### config.mk
export PLATFORM = sky130hd
export DESIGN_NAME = srcr_responder
export DESIGN_NICKNAME = d
export VERILOG_FILES = /design/src/core/srcr_pkg.sv /design/src/core/srcr_fifo.sv /design/src/core/srcr_responder.sv
export SDC_FILE = /design/constraint.sdc
export NUM_CORES = 1
export LEC_CHECK = 0
export BUFFER_PORTS_ARGS = -buffer_cell sky130_fd_sc_hd__buf_4
export CORE_AREA = 5 5 573 575
export CTS_BUF_LIST = sky130_fd_sc_hd__clkbuf_16
export CTS_CLUSTER_DIAMETER = 150
export DETAILED_ROUTE_END_ITERATION = 16
export DIE_AREA = 0 0 578 580
export GPL_ROUTABILITY_DRIVEN = 0
export PLACE_DENSITY = 0.3
export SLEW_MARGIN = 20
export SYNTH_ARGS = -nofsm -noshare
export SYNTH_HDL_FRONTEND = slang
export SYNTH_HIERARCHICAL = 1
export SYNTH_SLANG_ARGS = --single-unit
### constraint.sdc
create_clock -name mclk -period 7.23 [get_ports mclk]
set_input_delay 1.0845 -clock mclk [delete_from_list [all_inputs] [get_ports mclk]]
set_output_delay 1.0845 -clock mclk [all_outputs]
set_load 0.02 [all_outputs]
### src/core/srcr_pkg.sv
// constants and types for the serial report command responder
package srcr_pkg;

   // ------------------------------------------------------------
   // characters
   // ------------------------------------------------------------
   localparam logic [7:0] CHAR_CR = 8'h0D;
   localparam logic [7:0] CHAR_STX = 8'h02;
   localparam logic [7:0] CHAR_ETX = 8'h03;
   localparam logic [7:0] CHAR_SPACE = 8'h20;
   localparam logic [7:0] CHAR_NUL = 8'h00;

   // ------------------------------------------------------------
   // command words and reply header
   // ------------------------------------------------------------
   localparam logic [31:0] CLEAR_RECEIVE_CMD = 32'h52534554;
   localparam logic [31:0] SEND_REPORT_CMD = 32'h534E4441;
   localparam logic [31:0] SEND_ALT_REPORT_CMD = 32'h534E4446;
   localparam logic [2:0] CMD_LEN = 3'h4;
   localparam logic [2:0] RX_COUNT_MAX = 3'h5;
   localparam logic [39:0] REPORT_REPLY_CODE = 40'h4D49534341;
   localparam logic [23:0] BYTE_COUNT_TEXT = 24'h373036;
   localparam logic [15:0] FIELD_COUNT_TEXT = 16'h3937;
   localparam logic [87:0] HEAD_TEXT = {REPORT_REPLY_CODE, BYTE_COUNT_TEXT, FIELD_COUNT_TEXT, CHAR_STX};
   localparam logic [3:0] HEAD_LEN = 4'hB;

   // ------------------------------------------------------------
   // field layout
   // ------------------------------------------------------------
   localparam logic [6:0] FIRST_FIELD = 7'h05;
   localparam logic [6:0] LAST_FIELD = 7'h63;
   localparam logic [6:0] TIME_FIELD = 7'h05;
   localparam logic [6:0] UNIT_ID_FIELD = 7'h06;
   localparam logic [6:0] DATE_FIELD = 7'h08;
   localparam logic [6:0] MODE_FIELD = 7'h09;
   localparam logic [6:0] SETTING_A_FIRST = 7'h0A;
   localparam logic [6:0] SETTING_A_LAST = 7'h10;
   localparam logic [6:0] SETTING_B_FIRST = 7'h15;
   localparam logic [6:0] SETTING_B_LAST = 7'h1A;
   localparam logic [6:0] FLOW_PATTERN_FIELD = 7'h1B;
   localparam logic [6:0] FULL_OXYGEN_FIELD = 7'h1E;
   localparam logic [6:0] MONITOR_A_FIRST = 7'h22;
   localparam logic [6:0] MONITOR_A_LAST = 7'h2A;
   localparam logic [6:0] MONITOR_B_FIRST = 7'h2D;
   localparam logic [6:0] MONITOR_B_LAST = 7'h2E;
   localparam logic [4:0] FIELD_WIDTH = 5'h06;
   localparam logic [4:0] UNIT_ID_WIDTH = 5'h12;
   localparam logic [4:0] DATE_WIDTH = 5'h0C;
   localparam int TEXT_BITS = 48;
   localparam int UNIT_ID_BITS = 144;
   localparam int DATE_BITS = 96;
   localparam int NUM_SETTING = 13;
   localparam int NUM_MONITOR = 11;
   localparam int FIFO_DEPTH = 8;
   localparam int FIFO_WIDTH = 8;

   // ------------------------------------------------------------
   // field tokens, six characters each
   // ------------------------------------------------------------
   localparam logic [47:0] TOKEN_ASSIST = 48'h434D56202020;
   localparam logic [47:0] TOKEN_SYNC = 48'h53494D562020;
   localparam logic [47:0] TOKEN_CONTINUOUS = 48'h435041502020;
   localparam logic [47:0] TOKEN_TWO_LEVEL = 48'h42494C45564C;
   localparam logic [47:0] TOKEN_SQUARE = 48'h535155415245;
   localparam logic [47:0] TOKEN_RAMP = 48'h52414D502020;
   localparam logic [47:0] TOKEN_ON = 48'h4F4E20202020;
   localparam logic [47:0] TOKEN_OFF = 48'h4F4646202020;
   localparam logic [47:0] TOKEN_UNUSED = 48'h4E4120202020;

   // ------------------------------------------------------------
   // types
   // ------------------------------------------------------------
   typedef enum logic [1:0] {
      assist_control_mode,
      sync_intermittent_mode,
      continuous_pressure_mode,
      two_level_pressure_mode
   } srcr_mode_type;

   typedef enum logic [2:0] {
      ST_IDLE,
      ST_HEAD,
      ST_FIELD,
      ST_ETX,
      ST_CR
   } srcr_state_type;

endpackage

### src/core/srcr_fifo.sv
// byte fifo between the report generator and the serial transmitter
`timescale 1ns/1ps
module srcr_fifo #(
   parameter int WIDTH = 8,
   parameter int DEPTH = 8
) (
   input wire logic mclk,
   input wire logic reset,
   input wire logic [WIDTH-1:0] inData,
   input wire logic inValid,
   output logic inReady,
   output logic [WIDTH-1:0] outData,
   output logic outValid,
   input wire logic outReady
);
   localparam int AW = $clog2(DEPTH);

   typedef struct packed {
      logic [DEPTH-1:0][WIDTH-1:0] mem;
      logic [AW:0] wrPtr;
      logic [AW:0] rdPtr;
   } srcr_fifo_state_type;

   srcr_fifo_state_type state;
   srcr_fifo_state_type next_state;
   logic fullFlag;
   logic emptyFlag;

   // ------------------------------------------------------------
   // flags
   // ------------------------------------------------------------
   assign emptyFlag = (state.wrPtr == state.rdPtr);
   assign fullFlag = (state.wrPtr[AW] != state.rdPtr[AW]) && (state.wrPtr[AW-1:0] == state.rdPtr[AW-1:0]);
   assign inReady = !fullFlag;
   assign outValid = !emptyFlag;
   assign outData = state.mem[state.rdPtr[AW-1:0]];

   // ------------------------------------------------------------
   // pointers and storage
   // ------------------------------------------------------------
   always_comb begin
      next_state = state;
      if (inValid && !fullFlag) begin
         next_state.mem[state.wrPtr[AW-1:0]] = inData;
         next_state.wrPtr = state.wrPtr + 1'b1;
      end
      if (outReady && !emptyFlag) begin
         next_state.rdPtr = state.rdPtr + 1'b1;
      end
   end

   always_ff @(posedge mclk or posedge reset) begin
      if (reset) begin
         state <= '0;
      end else begin
         state <= next_state;
      end
   end
endmodule

### src/core/srcr_responder.sv
// serial command interpreter and fixed-format report generator
`timescale 1ns/1ps
// Summary of operation
// a command is acted on only when a carriage return arrives
// clear command empties the receive buffer and sends no reply
// host sends exactly four upper-case letters then carriage return
// report command sends reply code, then settings and monitored values
// reply code is exactly five characters
// three-digit byte count 706 follows the reply code
// two-digit field count 97 follows the byte count
// start byte 02 hex follows both counts, before any field
// field 5 carries time as six characters
// field 6 carries the eighteen-character unit identifier
// field 8 carries the date as twelve characters
// field 9 carries one of four mode tokens, six characters
// short fields are padded with spaces to full width
// unsupported fields send the unused marker, six characters
// setting fields 10 to 26 are six-character text each
// field 27 reports square or ramp flow pattern
// field 30 reports full-oxygen state as on or off
// monitored fields 34 to 46 are six-character text in order
// field 41 gives expiratory part of ratio, inspiratory part one
// fields go out in ascending order with no separators
// report ends with end byte then carriage return
// unknown command words are dropped with no reply
module srcr_responder
   import srcr_pkg::*;
(
   input wire logic mclk,
   input wire logic reset,
   input wire logic [7:0] rxData,
   input wire logic rxValid,
   output logic [7:0] txData,
   output logic txValid,
   input wire logic txReady,
   input wire logic [TEXT_BITS-1:0] timeText,
   input wire logic [UNIT_ID_BITS-1:0] unitIdText,
   input wire logic [DATE_BITS-1:0] dateText,
   input wire logic [1:0] ventMode,
   input wire logic flowRamp,
   input wire logic fullOxygenOn,
   input wire logic [NUM_SETTING*TEXT_BITS-1:0] settingText,
   input wire logic [NUM_MONITOR*TEXT_BITS-1:0] monitorText,
   output logic busy,
   output logic clearSeen,
   output logic unknownSeen
);

   // ------------------------------------------------------------
   // state
   // ------------------------------------------------------------
   typedef struct packed {
      srcr_state_type phase;
      logic [3:0] headIdx;
      logic [6:0] fieldNum;
      logic [4:0] charIdx;
      logic [31:0] rxWord;
      logic [2:0] rxCount;
      logic reportPending;
      logic clearSeen;
      logic unknownSeen;
   } srcr_core_type;

   srcr_core_type core;
   srcr_core_type next_core;
   logic [7:0] genByte;
   logic genValid;
   logic genReady;
   logic [UNIT_ID_BITS-1:0] fieldText;
   logic [4:0] fieldWidth;
   logic [7:0] fieldChar;
   logic [NUM_SETTING-1:0][TEXT_BITS-1:0] settingArr;
   logic [NUM_MONITOR-1:0][TEXT_BITS-1:0] monitorArr;

   // ------------------------------------------------------------
   // field value arrays
   // ------------------------------------------------------------
   genvar gi;
   generate
      for (gi = 0; gi < NUM_SETTING; gi++) begin : gSetting
         assign settingArr[gi] = settingText[gi*TEXT_BITS +: TEXT_BITS];
      end
      for (gi = 0; gi < NUM_MONITOR; gi++) begin : gMonitor
         assign monitorArr[gi] = monitorText[gi*TEXT_BITS +: TEXT_BITS];
      end
   endgenerate

   // ------------------------------------------------------------
   // field text selection, left justified
   // ------------------------------------------------------------
   always_comb begin
      fieldText = {TOKEN_UNUSED, 96'h0};
      fieldWidth = FIELD_WIDTH;
      if (core.fieldNum == TIME_FIELD) begin
         fieldText = {timeText, 96'h0};
      end else if (core.fieldNum == UNIT_ID_FIELD) begin
         fieldText = unitIdText;
         fieldWidth = UNIT_ID_WIDTH;
      end else if (core.fieldNum == DATE_FIELD) begin
         fieldText = {dateText, 48'h0};
         fieldWidth = DATE_WIDTH;
      end else if (core.fieldNum == MODE_FIELD) begin
         case (srcr_mode_type'(ventMode))
            assist_control_mode: fieldText = {TOKEN_ASSIST, 96'h0};
            sync_intermittent_mode: fieldText = {TOKEN_SYNC, 96'h0};
            continuous_pressure_mode: fieldText = {TOKEN_CONTINUOUS, 96'h0};
            two_level_pressure_mode: fieldText = {TOKEN_TWO_LEVEL, 96'h0};
            default: fieldText = {TOKEN_UNUSED, 96'h0};
         endcase
      end else if (core.fieldNum >= SETTING_A_FIRST && core.fieldNum <= SETTING_A_LAST) begin
         fieldText = {settingArr[4'(core.fieldNum - SETTING_A_FIRST)], 96'h0};
      end else if (core.fieldNum >= SETTING_B_FIRST && core.fieldNum <= SETTING_B_LAST) begin
         fieldText = {settingArr[4'(core.fieldNum - SETTING_B_FIRST + 7'h07)], 96'h0};
      end else if (core.fieldNum == FLOW_PATTERN_FIELD) begin
         fieldText = {(flowRamp ? TOKEN_RAMP : TOKEN_SQUARE), 96'h0};
      end else if (core.fieldNum == FULL_OXYGEN_FIELD) begin
         fieldText = {(fullOxygenOn ? TOKEN_ON : TOKEN_OFF), 96'h0};
      end else if (core.fieldNum >= MONITOR_A_FIRST && core.fieldNum <= MONITOR_A_LAST) begin
         // field 41 text holds the expiratory part with inspiratory taken as one
         fieldText = {monitorArr[4'(core.fieldNum - MONITOR_A_FIRST)], 96'h0};
      end else if (core.fieldNum >= MONITOR_B_FIRST && core.fieldNum <= MONITOR_B_LAST) begin
         fieldText = {monitorArr[4'(core.fieldNum - MONITOR_B_FIRST + 7'h09)], 96'h0};
      end
   end

   // ------------------------------------------------------------
   // character pick with space padding
   // ------------------------------------------------------------
   always_comb begin
      fieldChar = fieldText[UNIT_ID_BITS-1 - 8*core.charIdx -: 8];
      if (fieldChar == CHAR_NUL) begin
         fieldChar = CHAR_SPACE;
      end
   end

   // ------------------------------------------------------------
   // byte source for the transmit fifo
   // ------------------------------------------------------------
   always_comb begin
      genValid = 1'b1;
      genByte = CHAR_SPACE;
      case (core.phase)
         ST_IDLE: begin
            genValid = 1'b0;
         end
         ST_HEAD: begin
            genByte = HEAD_TEXT[87 - 8*core.headIdx -: 8];
         end
         ST_FIELD: begin
            genByte = fieldChar;
         end
         ST_ETX: begin
            genByte = CHAR_ETX;
         end
         ST_CR: begin
            genByte = CHAR_CR;
         end
         default: begin
            genValid = 1'b0;
         end
      endcase
   end

   // ------------------------------------------------------------
   // receive and sequencing
   // ------------------------------------------------------------
   always_comb begin
      next_core = core;
      next_core.clearSeen = 1'b0;
      next_core.unknownSeen = 1'b0;

      // report start consumes the pending request
      if (core.phase == ST_IDLE && core.reportPending) begin
         next_core.reportPending = 1'b0;
         next_core.phase = ST_HEAD;
         next_core.headIdx = 4'h0;
      end

      if (rxValid) begin
         if (rxData == CHAR_CR) begin
            // exact four-letter word required
            if (core.rxCount == CMD_LEN && core.rxWord == SEND_REPORT_CMD) begin
               next_core.reportPending = 1'b1;
            end else if (core.rxCount == CMD_LEN && core.rxWord == CLEAR_RECEIVE_CMD) begin
               next_core.clearSeen = 1'b1;
            end else begin
               next_core.unknownSeen = 1'b1;
            end
            next_core.rxWord = 32'h0;
            next_core.rxCount = 3'h0;
         end else begin
            next_core.rxWord = {core.rxWord[23:0], rxData};
            if (core.rxCount != RX_COUNT_MAX) begin
               next_core.rxCount = core.rxCount + 3'h1;
            end
         end
      end

      if (genValid && genReady) begin
         case (core.phase)
            ST_HEAD: begin
               if (core.headIdx == HEAD_LEN - 4'h1) begin
                  next_core.phase = ST_FIELD;
                  next_core.fieldNum = FIRST_FIELD;
                  next_core.charIdx = 5'h0;
               end else begin
                  next_core.headIdx = core.headIdx + 4'h1;
               end
            end
            ST_FIELD: begin
               if (core.charIdx == fieldWidth - 5'h1) begin
                  next_core.charIdx = 5'h0;
                  if (core.fieldNum == LAST_FIELD) begin
                     next_core.phase = ST_ETX;
                  end else begin
                     next_core.fieldNum = core.fieldNum + 7'h1;
                  end
               end else begin
                  next_core.charIdx = core.charIdx + 5'h1;
               end
            end
            ST_ETX: begin
               next_core.phase = ST_CR;
            end
            ST_CR: begin
               next_core.phase = ST_IDLE;
            end
            default: begin
               next_core.phase = ST_IDLE;
            end
         endcase
      end
   end

   always_ff @(posedge mclk or posedge reset) begin
      if (reset) begin
         core <= '{phase: ST_IDLE, default: '0};
      end else begin
         core <= next_core;
      end
   end

   // ------------------------------------------------------------
   // transmit buffer
   // ------------------------------------------------------------
   srcr_fifo #(
      .WIDTH(FIFO_WIDTH),
      .DEPTH(FIFO_DEPTH)
   ) txFifo (
      .mclk(mclk),
      .reset(reset),
      .inData(genByte),
      .inValid(genValid),
      .inReady(genReady),
      .outData(txData),
      .outValid(txValid),
      .outReady(txReady)
   );

   // ------------------------------------------------------------
   // status
   // ------------------------------------------------------------
   assign busy = (core.phase != ST_IDLE) || core.reportPending;
   assign clearSeen = core.clearSeen;
   assign unknownSeen = core.unknownSeen;

endmodule

# Word level (Yosys, flattened, before mapping)
# Cells that the tools add are included.
dict set report totals {
  regBits 129
  word_cells 156
}
dict set report classes {
  add_sub_neg 15
  magnitude_cmp 15
  n_eq_ne 27
  shift 2
  muxes 54
  n_reduce_logical 24
}
# operator count
set op_table {}
lappend op_table {{144-bit two-way mux} 10}
lappend op_table {{48-bit binary-select mux with 4-bit select} 4}
lappend op_table {{144-bit one-hot mux with 4 select lines} 1}
lappend op_table {{48-bit two-way mux} 4}
lappend op_table {{151-bit by 33-bit variable part select with 8-bit output} 1}
lappend op_table {{95-bit by 33-bit variable part select with 8-bit output (first input constant)} 1}
lappend op_table {{64-bit bitwise mux} 1}
lappend op_table {{32-bit by 31-bit == test with 1-bit output (second input constant)} 2}
lappend op_table {{41-bit two-way mux} 1}
lappend op_table {{36-bit two-way mux} 1}
lappend op_table {{35-bit two-way mux} 1}
lappend op_table {{8-bit one-hot mux with 4 select lines} 1}
lappend op_table {{8-bit binary-select mux with 3-bit select} 1}
lappend op_table {{8-bit demux with 3-bit select} 1}
lappend op_table {{8-bit two-way mux} 3}
lappend op_table {{12-bit one-hot mux with 2 select lines} 1}
lappend op_table {{7-bit two-way mux} 3}
lappend op_table {{4-bit by 5-bit less-than comparator with 1-bit output (second input constant)} 4}
lappend op_table {{19-bit two-way mux} 1}
lappend op_table {{3-bit two-way mux} 6}
lappend op_table {{5-bit two-way mux} 3}
lappend op_table {{7-bit by 3-bit == test with 1-bit output (second input constant)} 2}
lappend op_table {{7-bit by 4-bit == test with 1-bit output (second input constant)} 2}
lappend op_table {{7-bit by 5-bit == test with 1-bit output (second input constant)} 2}
lappend op_table {{other kinds (50)} 80}

# Logic depth before layout (Yosys ltp)
dict set report depth {
  ltp_word 19
  depth_mapped 23
}

# Hierarchy
# Netlist, hierarchy kept.
# module instances cells_each area_each_um2 seq_area_each_um2
set modules_own_cells {}
lappend modules_own_cells {srcr_responder 1 2664 23719.0 1426.4}
lappend modules_own_cells {srcr_fifo 1 209 3492.1 1801.7}

# Worst setup path before layout
# No wires, ideal clock.
dict set report synth_path {
  path_kind {register to register}
  from {register core[44] in the netlist's numbering}
  to {register txFifo/state[69] in the netlist's numbering}
  t_arrival_ns 5.198
  t_required_ns 7.162
  slack_ns 1.964
  path_stages_with_launch 22
  n_path_buf 10
  cell_sequence {dfrtp_1 > buf_2 > clkinv_1 > buf_2 > buf_2 > buf_1 > buf_1 > ha_1 > buf_2 > buf_2 > buf_2 > buf_2 > buf_1 > mux4_2 > mux2i_1 > nand2_1 > a31oi_1 > a31oi_1 > o41ai_2 > nand4b_1 > o311ai_1 > mux2_2}
}
dict set report synth_between {
  elab_chain_cells 19
}
# element line
set synth_rtl {}
lappend synth_rtl {{start, declared} srcr_responder.sv:64} ;# srcr_core_type core;
lappend synth_rtl {{start signal, assigned} srcr_responder.sv:239} ;# core <= next_core;
lappend synth_rtl {{4-bit subtractor} srcr_responder.sv:122} ;# fieldText = {monitorArr[4'(core.fieldNum - MONITOR_B_FIRST + 7'h09)], 96'h0};
lappend synth_rtl {{4-bit adder} srcr_responder.sv:122}
lappend synth_rtl {{48-bit binary-select mux with 4-bit select} srcr_responder.sv:122}
lappend synth_rtl {{48-bit two-way mux (implied by the code)} srcr_responder.sv:122}
lappend synth_rtl {{144-bit two-way mux} srcr_responder.sv:121} ;# end else if (core.fieldNum >= MONITOR_B_FIRST && core.fieldNum <= MONITOR_B_LAST) begin
lappend synth_rtl {{144-bit two-way mux} srcr_responder.sv:118} ;# end else if (core.fieldNum >= MONITOR_A_FIRST && core.fieldNum <= MONITOR_A_LAST) begin
lappend synth_rtl {{144-bit two-way mux} srcr_responder.sv:116} ;# end else if (core.fieldNum == FULL_OXYGEN_FIELD) begin
lappend synth_rtl {{144-bit two-way mux} srcr_responder.sv:114} ;# end else if (core.fieldNum == FLOW_PATTERN_FIELD) begin
lappend synth_rtl {{[... 4 more ...]} --}
lappend synth_rtl {{144-bit two-way mux} srcr_responder.sv:96} ;# end else if (core.fieldNum == UNIT_ID_FIELD) begin
lappend synth_rtl {{144-bit two-way mux *} srcr_responder.sv:94} ;# if (core.fieldNum == TIME_FIELD) begin
lappend synth_rtl {{151-bit by 33-bit variable part select with 8-bit output *} srcr_responder.sv:130} ;# fieldChar = fieldText[UNIT_ID_BITS-1 - 8*core.charIdx -: 8];
lappend synth_rtl {{8-bit logical NOT} srcr_responder.sv:131} ;# if (fieldChar == CHAR_NUL) begin
lappend synth_rtl {{8-bit two-way mux *} srcr_responder.sv:131}
lappend synth_rtl {{8-bit one-hot mux with 4 select lines *} srcr_responder.sv:142} ;# case (core.phase)
lappend synth_rtl {{named net genByte[5]} srcr_responder.sv:66} ;# logic [7:0] genByte;
lappend synth_rtl {{64-bit bitwise mux *} srcr_fifo.sv:44} ;# next_state.mem[state.wrPtr[AW-1:0]] = inData;
lappend synth_rtl {{end signal, assigned} srcr_fifo.sv:56} ;# state <= next_state;
lappend synth_rtl {{end, declared} srcr_fifo.sv:24} ;# srcr_fifo_state_type state;
# The timed path passes the listed nets; every way through them passes the cells marked *. The select of a mux whose other input is x is not followed.
# A chain may end at the register's enable or synchronous reset.

# Final worst setup path
dict set report layout_path {
  from {register core[44] in the netlist's numbering}
  to {register txFifo/state[29] in the netlist's numbering}
}
# Same word-level chain as after synthesis.

==> impl_metrics.env <==
export IMPL_setup_violations=0
export IMPL_synthMostInstantiatedCell="sky130_fd_sc_hd__mux4_2"
export IMPL_place_inst=8452
export IMPL_cts_htree_levels=4
export IMPL_ioPinCount=1468
export IMPL_grt_use_total_pct=21.5
export IMPL_synth_area_mm2=0.0272
export IMPL_critical_path_required_ns=7.64
export IMPL_report_final_hold_viol_count=0
export IMPL_drv_slew=0
export IMPL_syn_num_nets=4360
export IMPL_tritoncts="yes"
export IMPL_relSlewSlack_pct=12.2
export IMPL_n_fill_cell=37100
export IMPL_min_period_ns=6.53
export IMPL_fin_cells=8572
export IMPL_avgRoutedWirePerCell_um=44.2
export IMPL_timing_worst_slew_pin_value_ns=1.31
export IMPL_grt_overflow_total=0
export IMPL_cts_post_setup_buffers_inserted=0
export IMPL_synth_enable_flop_cells=0
export IMPL_final_layout_size_suffix_gt1_share_pct=53.0
export IMPL_grt_max_degree=103
export IMPL_power_static_leakage_uw=0.0163
export IMPL_start_util_pct=8.43
export IMPL_synth_seq_cells=129
export IMPL_cts_root_buffer_cell="sky130_fd_sc_hd__clkbuf_16"
export IMPL_fin_nets=5633
export IMPL_synth_top_flop_cell="sky130_fd_sc_hd__dfrtp_1"
export IMPL_placement_io_buffers=1467
export IMPL_post_route_util_pct=13.7
export IMPL_cts_sinks=129
export IMPL_yosys_top_cells_area="sky130_fd_sc_hd__mux4_2 31%, sky130_fd_sc_hd__dfrtp_1 12%, sky130_fd_sc_hd__mux2i_1 5.6%"
export IMPL_vias=36200
export IMPL_endpoint_kind="flip-flop"
export IMPL_core_region_area_mm2=0.323
export IMPL_synth_async_reset_ratio_pct=100
export IMPL_synth_area_leader_cell="sky130_fd_sc_hd__mux4_2"
export IMPL_timing_setup_tns_ns=0
export IMPL_clkLatencyLatePin_ns=0.49
export IMPL_antenna_violations_before_repair=367
export IMPL_run_status="finished, final reports clean"
export IMPL_cts_buffers=17
export IMPL_cts_path_max_buffers=2
export IMPL_grt_setup_unrepaired="no"
export IMPL_worstPathArrival_ns=6.94
export IMPL_hold_path_class="reg2reg"
export IMPL_worstPathBufferInverterCount=3
export IMPL_post_detailed_route_drc_marker_count=0
export IMPL_clkTransAtPathRegs_ns=0.09
export IMPL_worst_path_maximum_fanout=46
export IMPL_detailedRoute_firstIterationViolations=3610
export IMPL_synth_yosys_warnings=6
export IMPL_timing_critical_path_slowest_cell_delay_ns=0.95
export IMPL_area_delta_synth_final_pct=62.1
export IMPL_floorplan_die_height_um=580
export IMPL_dp_final_hpwl_mm=335
export IMPL_floorplan_die_area_mm2=0.335
export IMPL_synth_top_area_share_pct=30.9
export IMPL_startpoint_type="flip-flop"
export IMPL_postCtsHoldBufs=0
export IMPL_wirelength_mm=379
export IMPL_worstSetupPathType="reg2reg"
export IMPL_synth_area_per_cell_um2=9.47
export IMPL_power_density_mw_per_mm2=74.7
export IMPL_synth_commonest_cells="373 x sky130_fd_sc_hd__mux4_2, 307 x sky130_fd_sc_hd__nand2_1, 152 x sky130_fd_sc_hd__mux2i_1, 152 x sky130_fd_sc_hd__o21ai_0, 137 x sky130_fd_sc_hd__a21oi_1"
export IMPL_detailedRoute_firstPassIterationCount=6
export IMPL_std_cell_rows=209
export IMPL_detail_route_vias_per_cell=4.23
export IMPL_first_pass_grt_wire_length_mm=460
export IMPL_finalClockSkew_ns=0.0287
export IMPL_die_width_um=578
export IMPL_max_freq_ghz=0.153
export IMPL_cap_violations=0
export IMPL_count_of_cells_resized_by_post_cts_repair=0
export IMPL_fin_crit_sh_pct=90.3
export IMPL_first_global_vias=35800
export IMPL_postRouteAntennaNets=0
export IMPL_worst_ir_drop_vdd_mv=0.177
export IMPL_hold_worst_slack_ns=0.500
export IMPL_critPathTopFamily="compound AO/OA/AOI/OAI gates"
export IMPL_worstPathCellList="inv_8 -> ha_4 -> buf_4 -> nand2_2 -> o22a_1 -> a31oi_1 -> o21ai_0 -> o211a_1 -> a2111oi_1 -> nand4b_1 -> nand4b_1 -> o311ai_1 -> buf_4 -> mux2_2"
export IMPL_synth_yosys_seq_area_share_pct=11.9
export IMPL_synth_distinct_cells=108
export IMPL_critical_path_slowest_cell="sky130_fd_sc_hd__a2111oi_1"
export IMPL_postSynthCellCount=2873
==> sequential cells by signal, indices dropped and copies added (netlist names) <==
name / count
clearSeen: 1
core: 55
txFifo/state: 72
unknownSeen: 1
==> cells in the final DEF (no fill, tap or decap), types with 18 or more instances in the layout <==
cell                       instances
sky130_fd_sc_hd__nor3_1           46
sky130_fd_sc_hd__mux4_2          373
sky130_fd_sc_hd__a211oi_1         31
sky130_fd_sc_hd__nor2b_1          18
sky130_fd_sc_hd__nand4_1          24
sky130_fd_sc_hd__nand2_1         301
sky130_fd_sc_hd__inv_1            47
sky130_fd_sc_hd__mux2_2           93
sky130_fd_sc_hd__mux2i_1         151
sky130_fd_sc_hd__o221ai_1         38
sky130_fd_sc_hd__and3_1           45
sky130_fd_sc_hd__a221o_1          21
sky130_fd_sc_hd__nand2b_1         26
sky130_fd_sc_hd__a221oi_1         62
sky130_fd_sc_hd__o21ai_0         149
sky130_fd_sc_hd__and2_1           28
sky130_fd_sc_hd__a31oi_1          53
sky130_fd_sc_hd__diode_2          88
sky130_fd_sc_hd__o211ai_1         45
sky130_fd_sc_hd__dfrtp_1         124
sky130_fd_sc_hd__ha_1             29
sky130_fd_sc_hd__a21oi_1         135
sky130_fd_sc_hd__nand3_1         100
sky130_fd_sc_hd__buf_4          1559
sky130_fd_sc_hd__o22ai_1          72
sky130_fd_sc_hd__a22oi_1          22
sky130_fd_sc_hd__mux2_4           24
sky130_fd_sc_hd__nor2_1          117
==> report_power, final <==
part,leakage (uW),internal [uW],total [uW],switching [uW]
sequential,0.00164,763,841,78.0
combinational,0.0144,814,1490,679
clock,0.000295,499,960,461
==> through the flow <==
step | cell area [um^2] | worst slack [ns] | total power [uW]
after floorplan | 27200 | 1.96 | 1280
after global placement | 43200 | 0.566 | 2370
after detailed placement | 43300 | 0.622 | 2380
after CTS | 43900 | 0.548 | 3360
after global routing | 44000 | 0.502 | 3440
final | 44100 | 0.700 | 3290
==> cell type report <==
cell class	count	area (um^2)	share of cell area, %
clock buffers	17	425	0.964
well taps	4325	5410	12.3
multi-input cells	2369	22500	50.9
flip-flops and latches	129	3250	7.36
clock inverters	15	188	0.425
inverters	57	226	0.513
repair buffers	1572	12000	27.1
diodes	88	220	0.499
==> layer usage <==
metal / global-route usage, % / vias to the layer above / wire (um)
li1: - / 14400 / -
met1: 25.5 / 18500 / 150000
met2: 37.0 / 2442 / 181000
met3: 7.24 / 710 / 33500
met4: 5.66 / 178 / 13200
met5: 0 / - / 1170
==> final timing paths <==
path	start	end	slack (ns)	cells after the start
worst max-delay path	core[44]	txFifo/state[29]	0.70	14
worst min-delay path	txFifo/state[15]	txFifo/state[15]	0.50	1
worst max register to register	core[44]	txFifo/state[29]	0.70	14
worst min register to register	txFifo/state[15]	txFifo/state[15]	0.50	1
max in group asynchronous	reset	core[45]	5.64	3
min in group asynchronous	reset	core[56]	0.92	3
==> kinds of logic (layout without fill, tap and decap cells) <==
| family | after synthesis | after routing | synth area share, % |
|---|---|---|---|
| buffers and inverters | 375 | 1661 | 6.92 |
| AND/OR/NAND/NOR | 811 | 811 | 14.7 |
| other | 0 | 88 | 0 |
| flip-flops | 129 | 129 | 11.9 |
| XOR/XNOR | 24 | 24 | 0.828 |
| multiplexers | 647 | 647 | 42.1 |
| AO/OA/AOI/OAI | 856 | 856 | 22.2 |
| adder cells (fa/ha/maj) | 31 | 31 | 1.43 |
(Power assumes the default switching activity.)
